$ cat src/rtl/cnso_defs.svh
// constants for the negate, stack and return execution block
`ifndef CNSO_DEFS_SVH
`define CNSO_DEFS_SVH
`define CNSO_OPC_IDLE 16'h0000
`define CNSO_OPC_POP 16'h0006
`define CNSO_OPC_PUSH 16'h0005
`define CNSO_OPC_SWRESET 16'h00FF
`define CNSO_RETI_HI 15'h0008
`define CNSO_MUL_HI 7'h01
`define CNSO_NEG_HI 7'h36
`define CNSO_LITERAL_RETURN_OP_HI 8'h0C
`define CNSO_RELATIVE_SUBROUTINE_CALL_HI 5'h1B
`define CNSO_IDLE_HI 4'hF
`define CNSO_IDX_LIMIT 8'h5F
`define CNSO_PC_STEP 21'h000002
`define CNSO_STK_DEPTH 31
`define CNSO_SP_W 5
`define CNSO_PC_W 21
`define CNSO_PC_RESET 21'h000000
`define CNSO_FLAG_C 0
`define CNSO_FLAG_DC 1
`define CNSO_FLAG_Z 2
`define CNSO_FLAG_OV 3
`define CNSO_FLAG_N 4
`endif

$ cat src/rtl/cnso_pkg.sv
// types for the negate, stack and return execution block
package cnso_pkg;
   typedef enum logic [1:0] {
      CNSO_Q1 = 2'b00,
      CNSO_Q2 = 2'b01,
      CNSO_Q3 = 2'b11,
      CNSO_Q4 = 2'b10
   } cnso_phase_e;
   typedef enum logic [1:0] {
      CNSO_EXEC = 2'b00,
      CNSO_FLUSH = 2'b01
   } cnso_cyc_e;
endpackage : cnso_pkg

$ cat src/rtl/cnso_core.sv
// execution of negate, idle, stack, relative call, soft reset and returns
//
`timescale 1ns/100ps
`include "cnso_defs.svh"
module cnso_core
   import cnso_pkg::*;
(
   input wire logic I_MCLK,
   input wire logic I_RESET,
   input wire logic [15:0] I_INSTR,
   input wire logic I_EXT_SET,
   input wire logic I_PRIO_LOW,
   input wire logic [7:0] I_MEM_RDATA,
   input wire logic [7:0] I_SHADOW_ACC,
   input wire logic [7:0] I_SHADOW_FLAGS,
   input wire logic [3:0] I_SHADOW_BANK,
   output logic [`CNSO_PC_W-1:0] O_PROGRAM_COUNTER,
   output logic O_FETCH,
   output logic [11:0] O_MEM_ADDR,
   output logic O_MEM_INDEXED,
   output logic O_MEM_RD,
   output logic O_MEM_WR,
   output logic [7:0] O_MEM_WDATA,
   output logic [7:0] O_ACC,
   output logic [7:0] O_FLAGS,
   output logic [3:0] O_BANK_SELECT,
   output logic [7:0] O_PRODUCT_HIGH,
   output logic [7:0] O_PRODUCT_LOW,
   output logic O_HIGH_PRIORITY_GLOBAL_ENABLE,
   output logic O_LOW_PRIORITY_GLOBAL_ENABLE,
   output logic [`CNSO_PC_W-1:0] O_STACK_TOP,
   output logic [`CNSO_SP_W-1:0] O_STACK_PTR,
   output logic O_SOFT_RESET
);
   cnso_phase_e phase_reg;
   cnso_cyc_e cyc_reg;
   logic [15:0] ir_reg;
   logic [7:0] opnd_reg;
   logic [8:0] neg_reg;
   logic [4:0] neg_lo_reg;
   logic [`CNSO_SP_W-1:0] sp_reg;
   logic soft_rst_reg;
   logic [`CNSO_PC_W-1:0] top_rdata;
   logic [`CNSO_PC_W-1:0] ret_addr;
   logic [`CNSO_PC_W-1:0] rel_target;
   logic stk_we;
   logic [`CNSO_SP_W-1:0] stk_waddr;
   logic is_idle, is_pop, is_push, is_relative_subroutine_call, is_rst, is_reti, is_literal_return_op, is_neg, is_mul;
   logic exec_q2, exec_q4;

   function automatic logic [`CNSO_SP_W-1:0] sp_step(input logic [`CNSO_SP_W-1:0] sp, input logic up);
      sp_step = up ? sp + `CNSO_SP_W'(1) : sp - `CNSO_SP_W'(1);
   endfunction : sp_step

   // decode of the latched word
   assign is_idle = (ir_reg == `CNSO_OPC_IDLE) || (ir_reg[15:12] == `CNSO_IDLE_HI);
   assign is_pop = ir_reg == `CNSO_OPC_POP;
   assign is_push = ir_reg == `CNSO_OPC_PUSH;
   assign is_rst = ir_reg == `CNSO_OPC_SWRESET;
   assign is_reti = ir_reg[15:1] == `CNSO_RETI_HI;
   assign is_literal_return_op = ir_reg[15:8] == `CNSO_LITERAL_RETURN_OP_HI;
   assign is_relative_subroutine_call = ir_reg[15:11] == `CNSO_RELATIVE_SUBROUTINE_CALL_HI;
   assign is_neg = ir_reg[15:9] == `CNSO_NEG_HI;
   assign is_mul = ir_reg[15:9] == `CNSO_MUL_HI;
   assign exec_q2 = (phase_reg == CNSO_Q2) && (cyc_reg == CNSO_EXEC) && !soft_rst_reg;
   assign exec_q4 = (phase_reg == CNSO_Q4) && (cyc_reg == CNSO_EXEC) && !soft_rst_reg;
   assign ret_addr = O_PROGRAM_COUNTER + `CNSO_PC_STEP;
   // sign-extended offset doubled
   assign rel_target = ret_addr + {{(`CNSO_PC_W-12){ir_reg[10]}}, ir_reg[10:0], 1'b0};
   assign stk_we = exec_q2 && (is_push || is_relative_subroutine_call);
   assign stk_waddr = sp_step(sp_reg, 1'b1);

   cnso_stack_mem u_stack (
      .i_clk(I_MCLK),
      .i_we(stk_we),
      .i_waddr(stk_waddr),
      .i_wdata(ret_addr),
      .i_raddr(sp_reg),
      .o_rdata(top_rdata)
   );

   // quarter phase sequencer
   always_ff @(posedge I_MCLK or posedge I_RESET) begin
      if (I_RESET) begin
         phase_reg <= CNSO_Q1;
      end else begin
         case (phase_reg)
            CNSO_Q1: phase_reg <= CNSO_Q2;
            CNSO_Q2: phase_reg <= CNSO_Q3;
            CNSO_Q3: phase_reg <= CNSO_Q4;
            CNSO_Q4: phase_reg <= CNSO_Q1;
            default: phase_reg <= CNSO_Q1;
         endcase
      end
   end

   // instruction latch, fetch strobe and flush cycle
   always_ff @(posedge I_MCLK or posedge I_RESET) begin
      if (I_RESET) begin
         ir_reg <= 16'h0000;
         cyc_reg <= CNSO_EXEC;
         O_FETCH <= 1'b0;
      end else if (soft_rst_reg) begin
         ir_reg <= 16'h0000;
         cyc_reg <= CNSO_EXEC;
         O_FETCH <= 1'b0;
      end else begin
         O_FETCH <= phase_reg == CNSO_Q4;
         if (phase_reg == CNSO_Q4) begin
            if (cyc_reg == CNSO_EXEC && (is_relative_subroutine_call || is_reti || is_literal_return_op)) begin
               cyc_reg <= CNSO_FLUSH;
               ir_reg <= `CNSO_OPC_IDLE;
            end else begin
               cyc_reg <= CNSO_EXEC;
               ir_reg <= I_INSTR;
            end
         end
      end
   end

   // software master-clear: decoded in Q1, reset asserted from Q2
   always_ff @(posedge I_MCLK or posedge I_RESET) begin
      if (I_RESET) begin
         soft_rst_reg <= 1'b0;
         O_SOFT_RESET <= 1'b0;
      end else begin
         soft_rst_reg <= (phase_reg == CNSO_Q1) && (cyc_reg == CNSO_EXEC) && is_rst && !soft_rst_reg;
         O_SOFT_RESET <= (phase_reg == CNSO_Q1) && (cyc_reg == CNSO_EXEC) && is_rst && !soft_rst_reg;
      end
   end

   // program counter and stack pointer
   always_ff @(posedge I_MCLK or posedge I_RESET) begin
      if (I_RESET) begin
         O_PROGRAM_COUNTER <= `CNSO_PC_RESET;
         sp_reg <= `CNSO_SP_W'(0);
      end else if (soft_rst_reg) begin
         O_PROGRAM_COUNTER <= `CNSO_PC_RESET;
         sp_reg <= `CNSO_SP_W'(0);
      end else begin
         if (exec_q2 && (is_push || is_relative_subroutine_call)) begin
            sp_reg <= stk_waddr;
         end else if (phase_reg == CNSO_Q3 && cyc_reg == CNSO_EXEC && (is_pop || is_reti || is_literal_return_op)) begin
            sp_reg <= sp_step(sp_reg, 1'b0);
         end
         if (exec_q4) begin
            if (is_relative_subroutine_call) begin
               O_PROGRAM_COUNTER <= rel_target;
            end else if (is_reti || is_literal_return_op) begin
               O_PROGRAM_COUNTER <= O_STACK_TOP;
            end else begin
               O_PROGRAM_COUNTER <= ret_addr;
            end
         end
         // no step in the flush slot, so the next word runs at the new counter
      end
   end

   // stack top mirror, taken once the stack read settles
   always_ff @(posedge I_MCLK or posedge I_RESET) begin
      if (I_RESET) begin
         O_STACK_TOP <= `CNSO_PC_RESET;
         O_STACK_PTR <= `CNSO_SP_W'(0);
      end else begin
         if (phase_reg == CNSO_Q3 && cyc_reg == CNSO_EXEC && (is_reti || is_literal_return_op)) begin
            O_STACK_TOP <= top_rdata; // popped value held for Q4 load
         end else if (phase_reg == CNSO_Q1 || phase_reg == CNSO_Q2) begin
            O_STACK_TOP <= top_rdata;
         end
         O_STACK_PTR <= sp_reg;
      end
   end

   // data memory addressing and operand read
   always_ff @(posedge I_MCLK or posedge I_RESET) begin
      if (I_RESET) begin
         O_MEM_ADDR <= 12'h000;
         O_MEM_INDEXED <= 1'b0;
         O_MEM_RD <= 1'b0;
         opnd_reg <= 8'h00;
      end else begin
         O_MEM_RD <= (phase_reg == CNSO_Q1) && (cyc_reg == CNSO_EXEC) && (is_neg || is_mul);
         if (phase_reg == CNSO_Q1) begin
            if (!ir_reg[8]) begin
               O_MEM_INDEXED <= I_EXT_SET && (ir_reg[7:0] <= `CNSO_IDX_LIMIT);
               O_MEM_ADDR <= {{4{ir_reg[7]}}, ir_reg[7:0]};
            end else begin
               O_MEM_INDEXED <= 1'b0;
               O_MEM_ADDR <= {O_BANK_SELECT, ir_reg[7:0]};
            end
         end
         if (phase_reg == CNSO_Q3) begin
            opnd_reg <= I_MEM_RDATA;
         end
      end
   end

   // negate result formed as the operand is read, ready for the Q4 write
   always_ff @(posedge I_MCLK or posedge I_RESET) begin
      if (I_RESET) begin
         neg_reg <= 9'h000;
         neg_lo_reg <= 5'h00;
      end else if (phase_reg == CNSO_Q3) begin
         neg_reg <= {1'b0, ~I_MEM_RDATA} + 9'h001;
         neg_lo_reg <= {1'b0, ~I_MEM_RDATA[3:0]} + 5'h01;
      end
   end

   // write-back to data memory
   always_ff @(posedge I_MCLK or posedge I_RESET) begin
      if (I_RESET) begin
         O_MEM_WR <= 1'b0;
         O_MEM_WDATA <= 8'h00;
      end else begin
         O_MEM_WR <= exec_q4 && is_neg;
         O_MEM_WDATA <= neg_reg[7:0];
      end
   end

   // accumulator, flags, bank select, product pair
   always_ff @(posedge I_MCLK or posedge I_RESET) begin
      if (I_RESET) begin
         O_ACC <= 8'h00;
         O_FLAGS <= 8'h00;
         O_BANK_SELECT <= 4'h0;
         O_PRODUCT_HIGH <= 8'h00;
         O_PRODUCT_LOW <= 8'h00;
      end else if (soft_rst_reg) begin
         O_ACC <= 8'h00;
         O_FLAGS <= 8'h00;
         O_BANK_SELECT <= 4'h0;
         O_PRODUCT_HIGH <= 8'h00;
         O_PRODUCT_LOW <= 8'h00;
      end else if (exec_q4) begin
         if (is_mul) begin
            {O_PRODUCT_HIGH, O_PRODUCT_LOW} <= {8'h00, O_ACC} * {8'h00, opnd_reg};
         end
         if (is_neg) begin
            O_FLAGS[`CNSO_FLAG_N] <= neg_reg[7];
            O_FLAGS[`CNSO_FLAG_OV] <= opnd_reg == 8'h80;
            O_FLAGS[`CNSO_FLAG_C] <= neg_reg[8];
            O_FLAGS[`CNSO_FLAG_DC] <= neg_lo_reg[4];
            O_FLAGS[`CNSO_FLAG_Z] <= neg_reg[7:0] == 8'h00;
         end
         if (is_literal_return_op) begin
            O_ACC <= ir_reg[7:0];
         end
         if (is_reti && ir_reg[0]) begin
            O_ACC <= I_SHADOW_ACC;
            O_FLAGS <= I_SHADOW_FLAGS;
            O_BANK_SELECT <= I_SHADOW_BANK;
         end
         // restore bit clear keeps accumulator, flags and bank
      end
   end

   // global enables re-armed by interrupt return
   always_ff @(posedge I_MCLK or posedge I_RESET) begin
      if (I_RESET) begin
         O_HIGH_PRIORITY_GLOBAL_ENABLE <= 1'b0;
         O_LOW_PRIORITY_GLOBAL_ENABLE <= 1'b0;
      end else if (soft_rst_reg) begin
         O_HIGH_PRIORITY_GLOBAL_ENABLE <= 1'b0;
         O_LOW_PRIORITY_GLOBAL_ENABLE <= 1'b0;
      end else if (exec_q4 && is_reti) begin
         if (I_PRIO_LOW) begin
            O_LOW_PRIORITY_GLOBAL_ENABLE <= 1'b1;
         end else begin
            O_HIGH_PRIORITY_GLOBAL_ENABLE <= 1'b1;
         end
      end
   end

   chk_neg_result: assert property (@(posedge I_MCLK) disable iff (I_RESET)
      O_MEM_WR |-> O_MEM_WDATA == 8'(~$past(opnd_reg) + 8'h01))
      else $error("negate result wrong");
   chk_idle_flags: assert property (@(posedge I_MCLK) disable iff (I_RESET)
      (exec_q4 && is_idle) |=> $stable(O_FLAGS) && $stable(O_ACC) && !O_MEM_WR)
      else $error("idle changed state");
   chk_pop_depth: assert property (@(posedge I_MCLK) disable iff (I_RESET)
      (phase_reg == CNSO_Q3 && cyc_reg == CNSO_EXEC && is_pop && !soft_rst_reg) |=> sp_reg == $past(sp_reg) - 5'd1)
      else $error("pop did not drop stack");
   chk_push_value: assert property (@(posedge I_MCLK) disable iff (I_RESET)
      (exec_q2 && is_push) |=> ##1 top_rdata == $past(ret_addr, 2))
      else $error("push stored wrong address");
   chk_call_target: assert property (@(posedge I_MCLK) disable iff (I_RESET)
      (exec_q4 && is_relative_subroutine_call) |=> (O_PROGRAM_COUNTER == $past(rel_target) && cyc_reg == CNSO_FLUSH)
      ##3 (cyc_reg == CNSO_FLUSH) ##1 (cyc_reg == CNSO_EXEC && O_PROGRAM_COUNTER == $past(rel_target, 5)))
      else $error("relative call target wrong");
   chk_reset_q2: assert property (@(posedge I_MCLK) disable iff (I_RESET)
      soft_rst_reg |=> O_PROGRAM_COUNTER == `CNSO_PC_RESET && O_ACC == 8'h00)
      else $error("soft reset incomplete");
   chk_reti_enable: assert property (@(posedge I_MCLK) disable iff (I_RESET)
      (exec_q4 && is_reti) |=> (O_HIGH_PRIORITY_GLOBAL_ENABLE || O_LOW_PRIORITY_GLOBAL_ENABLE))
      else $error("interrupt return left enables off");
   chk_literal_return_op_acc: assert property (@(posedge I_MCLK) disable iff (I_RESET)
      (exec_q4 && is_literal_return_op) |=> O_ACC == $past(ir_reg[7:0]))
      else $error("literal return accumulator wrong");
endmodule : cnso_core

$ cat src/rtl/cnso_stack_mem.sv
// return stack storage with registered read data
`timescale 1ns/100ps
`include "cnso_defs.svh"
module cnso_stack_mem (
   input wire logic i_clk,
   input wire logic i_we,
   input wire logic [`CNSO_SP_W-1:0] i_waddr,
   input wire logic [`CNSO_PC_W-1:0] i_wdata,
   input wire logic [`CNSO_SP_W-1:0] i_raddr,
   output logic [`CNSO_PC_W-1:0] o_rdata
);
   logic [`CNSO_PC_W-1:0] mem [0:`CNSO_STK_DEPTH];
   always_ff @(posedge i_clk) begin
      if (i_we) begin
         mem[i_waddr] <= i_wdata;
      end
   end
   // write-through so a top just written is visible next cycle
   always_ff @(posedge i_clk) begin
      if (i_we && (i_waddr == i_raddr)) begin
         o_rdata <= i_wdata;
      end else begin
         o_rdata <= mem[i_raddr];
      end
   end
endmodule : cnso_stack_mem

$ cat config.mk
export PLATFORM = sky130hd
export DESIGN_NAME = cnso_core
export DESIGN_NICKNAME = d
export VERILOG_FILES = /design/src/rtl/cnso_pkg.sv /design/src/rtl/cnso_core.sv /design/src/rtl/cnso_stack_mem.sv
export VERILOG_INCLUDE_DIRS = /design/src /design/src/rtl
export SDC_FILE = /design/constraint.sdc
export NUM_CORES = 1
export LEC_CHECK = 0
export BUFFER_PORTS_ARGS = -buffer_cell sky130_fd_sc_hd__buf_2
export CAP_MARGIN = 10
export CORE_UTILIZATION = 40
export DETAILED_ROUTE_END_ITERATION = 10
export PLACE_DENSITY = 0.55
export SLEW_MARGIN = 20
export SYNTH_ARGS = -nofsm -noshare
export SYNTH_HDL_FRONTEND = slang
export SYNTH_SLANG_ARGS = --single-unit
$ cat constraint.sdc
create_clock -name I_MCLK -period 4.53 [get_ports I_MCLK]
set_clock_uncertainty 0.1 [all_clocks]
set_input_delay 0.2265 -clock I_MCLK [delete_from_list [all_inputs] [get_ports I_MCLK]]
set_output_delay 0.2265 -clock I_MCLK [all_outputs]
set_load 0.01 [all_outputs]
==> summary.md <==
| Metric | Value |
|---|---|
| Final WL | `94600 um` |
| Core area | `88900 sq um` |
| Die Footprint | `91600 sq um` |
| Unrepaired setup endpoints after global routing | `true` |
| Req. time, crit path | `4.95 ns` |
| Synth top area share | `55.8%` |
| Dpl cells | `3606` |
| Largest register FFs | `672` |
| Hold Crit Class | `primary input to asynchronous set/reset pin` |
| I/O Buffers | `157` |
| Clk buf depth | `3` |
| Max Clock Freq | `0.218 GHz` |
| Post-Syn Area | `36200 sq um` |
| Reg with most FFs | `u_stack.mem` |
| DRC | `0` |
| Status | `complete, but fails checks` |
| Die height | `303 um` |
| Setup Viol. Count Final | `1` |
| Global route overflow | `0` |
| Area contributors post-synth | `edfxtp_1 56%, dfrtp_1 10%, mux4_2 6.5%` |
| Final worst slack | `-0.0553 ns` |
| Largest net degree at the start of global routing | `78` |
| CTS Sinks | `844` |
| Slew @ Worst Pin | `1.15 ns` |
| Distinct cell type count after synthesis | `79` |
| WL/cell | `24.7 um` |
| Horiz. Die Dim | `303 um` |
| Lkg Pwr | `15.2 nW` |
| Top-level I/O count | `158` |
| Peak fanout along the critical path | `7` |
| # H-tree levels | `3` |
| Startpoint Class | `register` |
| Violated checks | `setup timing` |
| Arr. time, crit path | `5.01 ns` |
| Area grow syn2layout | `18.2%` |
| Top_reg_cell synth | `edfxtp_1` |
| Yosys reg bits | `844` |
| Post-Synthesis Cells | `2258` |
| Initial Util | `40.7%` |
| Fin. Hold Viols | `0` |
| Post-layout minimum cycle time | `4.59 ns` |
| Worst-path clk slew | `0.06 ns` |
| CTS tree | `done` |
| Skew-Pair Late Insertion Delay | `0.64 ns` |
| Slew Limit Fails | `0` |
| GPL Wtd Cong | `0.928` |
| DR pass1 iterations | `5` |
| Critical path class | `register to register` |
| Maxcap violations | `0` |
| Vias | `21400` |
| Net count after synthesis | `2406` |
| Share of cells above drive strength 1 | `25.9%` |
| DP Wirelength | `60500 um` |
| Starting DRT DRC Count | `1706` |
| Cts bufs inserted | `90` |
| Seq/Total Area, Yosys | `67.4%` |
| Fin crit share | `101%` |
| Biggest area consumer among synthesized cells | `edfxtp_1` |
| # nets final | `2739` |
| Worst VDD drop | `0.000302 V` |
| Post-synth EDFFs | `672` |
| Vias in the first global route | `21700` |
| Routed vias/inst | `5.58` |
| Smallest hold slack | `0.179 ns` |
| Antenna viol nets, final | `0` |
| Initial antenna violation count | `1` |
| Cell Pwr Density | `511 nW/um^2` |
| Yosys Warn Count | `0` |
| GRT Overall Usage | `20.7%` |
| Non-filler instance count after layout | `3829` |
| Slew margin rel. | `22.4%` |
| Syn_area_per_cell | `16.0 sq um` |
| Clock root buffer | `clkbuf_16` |
| First-pass GRT wire length | `141000 um` |
| Ys async rst share | `17.9%` |
| Fillers | `7599` |
| Site Rows | `109` |
| Final Core Density | `48.1%` |
| Nature of the critical path endpoint | `register` |
-- synth_stat cells, types with 8 or more instances --
| master | n |
|---|---|
| dfxtp_1 | 21 |
| a211o_1 | 8 |
| edfxtp_1 | 672 |
| nand2_1 | 139 |
| o21a_1 | 8 |
| a21o_1 | 9 |
| mux2_2 | 39 |
| inv_1 | 73 |
| a22o_1 | 29 |
| mux2i_1 | 142 |
| fa_1 | 37 |
| buf_4 | 19 |
| and2_1 | 51 |
| dfrtp_1 | 151 |
| buf_2 | 23 |
| nor2_1 | 85 |
| a21oi_1 | 82 |
| nor3_1 | 13 |
| o221ai_1 | 65 |
| xor2_1 | 23 |
| mux4_2 | 105 |
| o311ai_0 | 13 |
| o22ai_1 | 43 |
| and3_1 | 9 |
| ha_1 | 63 |
| o21ai_0 | 55 |
| xnor2_1 | 29 |
| o31ai_1 | 28 |
| clkbuf_1 | 57 |
| nand3_1 | 20 |
| nand4_1 | 9 |
| buf_1 | 13 |
| nor2b_1 | 24 |
-- final cells by class --
| type | count | area [sq um] | area share (%) |
|---|---|---|---|
| Clock inverter | 39 | 332 | 0.775 |
| Sequential cell | 844 | 24400 | 57.1 |
| Inverter | 74 | 283 | 0.661 |
| Clock buffer | 125 | 2470 | 5.79 |
| Antenna cell | 1 | 2.50 | 0.00585 |
| Multi-Input combinational cell | 1225 | 11300 | 26.3 |
| Tap cell | 1165 | 1460 | 3.41 |
| Timing Repair Buffer | 356 | 2550 | 5.97 |
-- path summary, 6_finish.rpt --
| path | from | to | slack [ns] | cells past startpoint |
|---|---|---|---|---|
| max in group asynchronous | I_RESET | opnd_reg[6]$_DFFE_PP0P_ | 3.08 | 4 |
| hold / removal | I_RESET | O_MEM_ADDR[5]$_DFFE_PP0N_ | 0.18 | 3 |
| hold reg to reg | neg_reg[4]$_DFFE_PP0P_ | O_MEM_WDATA[4]$_DFF_PP0_ | 0.31 | 0 |
| setup / recovery | opnd_reg[4]$_DFFE_PP0P_ | O_PRODUCT_HIGH[5]$_DFFE_PP0P_ | -0.06 | 17 |
| min in group I_MCLK | I_INSTR[15] | ir_reg[15]$_DFFE_PP0P_ | 0.24 | 3 |
| setup reg to reg | opnd_reg[4]$_DFFE_PP0P_ | O_PRODUCT_HIGH[5]$_DFFE_PP0P_ | -0.06 | 17 |
-- critical path: stages, from the launching register on --
cell,delay [ns]
dfrtp_2,0.45
buf_4,0.14
nand2_2,0.05
fa_1,0.49
fa_1,0.50
inv_1,0.06
fa_1,0.47
inv_1,0.05
fa_1,0.49
inv_2,0.05
ha_4,0.21
buf_6,0.11
o211ai_1,0.13
a21oi_2,0.12
o31a_1,0.31
buf_4,0.14
or3_1,0.35
a32o_1,0.25
-- per-stage QoR --
stage	area [sq um]	worst slack [ns]	power (W)	setup TNS [ns]
floorplan	36200	0.0703	0.0128	0
global route	42800	-0.183	0.0228	-0.348
finish	42800	-0.0553	0.0218	-0.0553
CTS	42600	0.0152	0.0218	0
detailed placement	39300	-0.0710	0.0147	-0.132
global placement	39300	-0.0799	0.0146	-0.112
-- cells by family after synthesis --
family	synth area share [%]
AO/OA/AOI/OAI	7.67
XOR/XNOR	1.30
adder cells (fa/ha/maj)	4.23
buffers and inverters	2.30
flip-flops	67.4
multiplexers	11.7
AND/OR/NAND/NOR	5.40
-- per-layer routing --
metal	part of all wire, %	vias up	track usage [%]
met1	45	11100	29.2
met3	5.0	125	3.02
li1	-	9468	-
met5	0.014	-	0
met2	48	657	34.0
met4	2.1	2	5.05
-- power by group --
part | switching (W) | leakage [nW] | internal (W)
combinational | 0.00302 | 5.82 | 0.00219
sequential | 0.000331 | 8.01 | 0.00925
clock | 0.00295 | 1.37 | 0.00409
total | 0.00631 | 15.2 | 0.0155
-- placed cells by master, fill, tap and decap left out, types with 12 or more instances in the layout --
cell | synthesis | layout
a22o_1 | 29 | 29
nand3_1 | 20 | 20
o311ai_0 | 13 | 13
nor3_1 | 13 | 12
nor2b_1 | 24 | 24
and2_1 | 51 | 44
fa_1 | 37 | 34
clkinv_1 | 0 | 12
xor2_1 | 23 | 15
nor2_2 | 2 | 34
clkbuf_16 | 0 | 91
o21ai_0 | 55 | 53
mux2i_1 | 142 | 142
clkinv_2 | 0 | 14
o221ai_1 | 65 | 65
dfrtp_1 | 151 | 138
xnor2_1 | 29 | 20
nor2_1 | 85 | 53
buf_4 | 19 | 134
nand2_1 | 139 | 136
a21oi_1 | 82 | 81
o31ai_1 | 28 | 28
dlygate4sd3_1 | 0 | 48
mux4_2 | 105 | 105
dfxtp_1 | 21 | 21
mux2_2 | 39 | 39
buf_2 | 23 | 157
edfxtp_1 | 672 | 672
ha_1 | 63 | 58
clkbuf_1 | 57 | 27
inv_1 | 73 | 68
o22ai_1 | 43 | 43
-- timing repair --
item,CTS,global route
hold endpoints to repair,131,0
setup endpoints to repair,4,4
resized for setup,5,36
hold buffers,48,0
setup buffers,1,9
pin swaps,1,14
No activity file was read; power rests on OpenSTA's default activity.
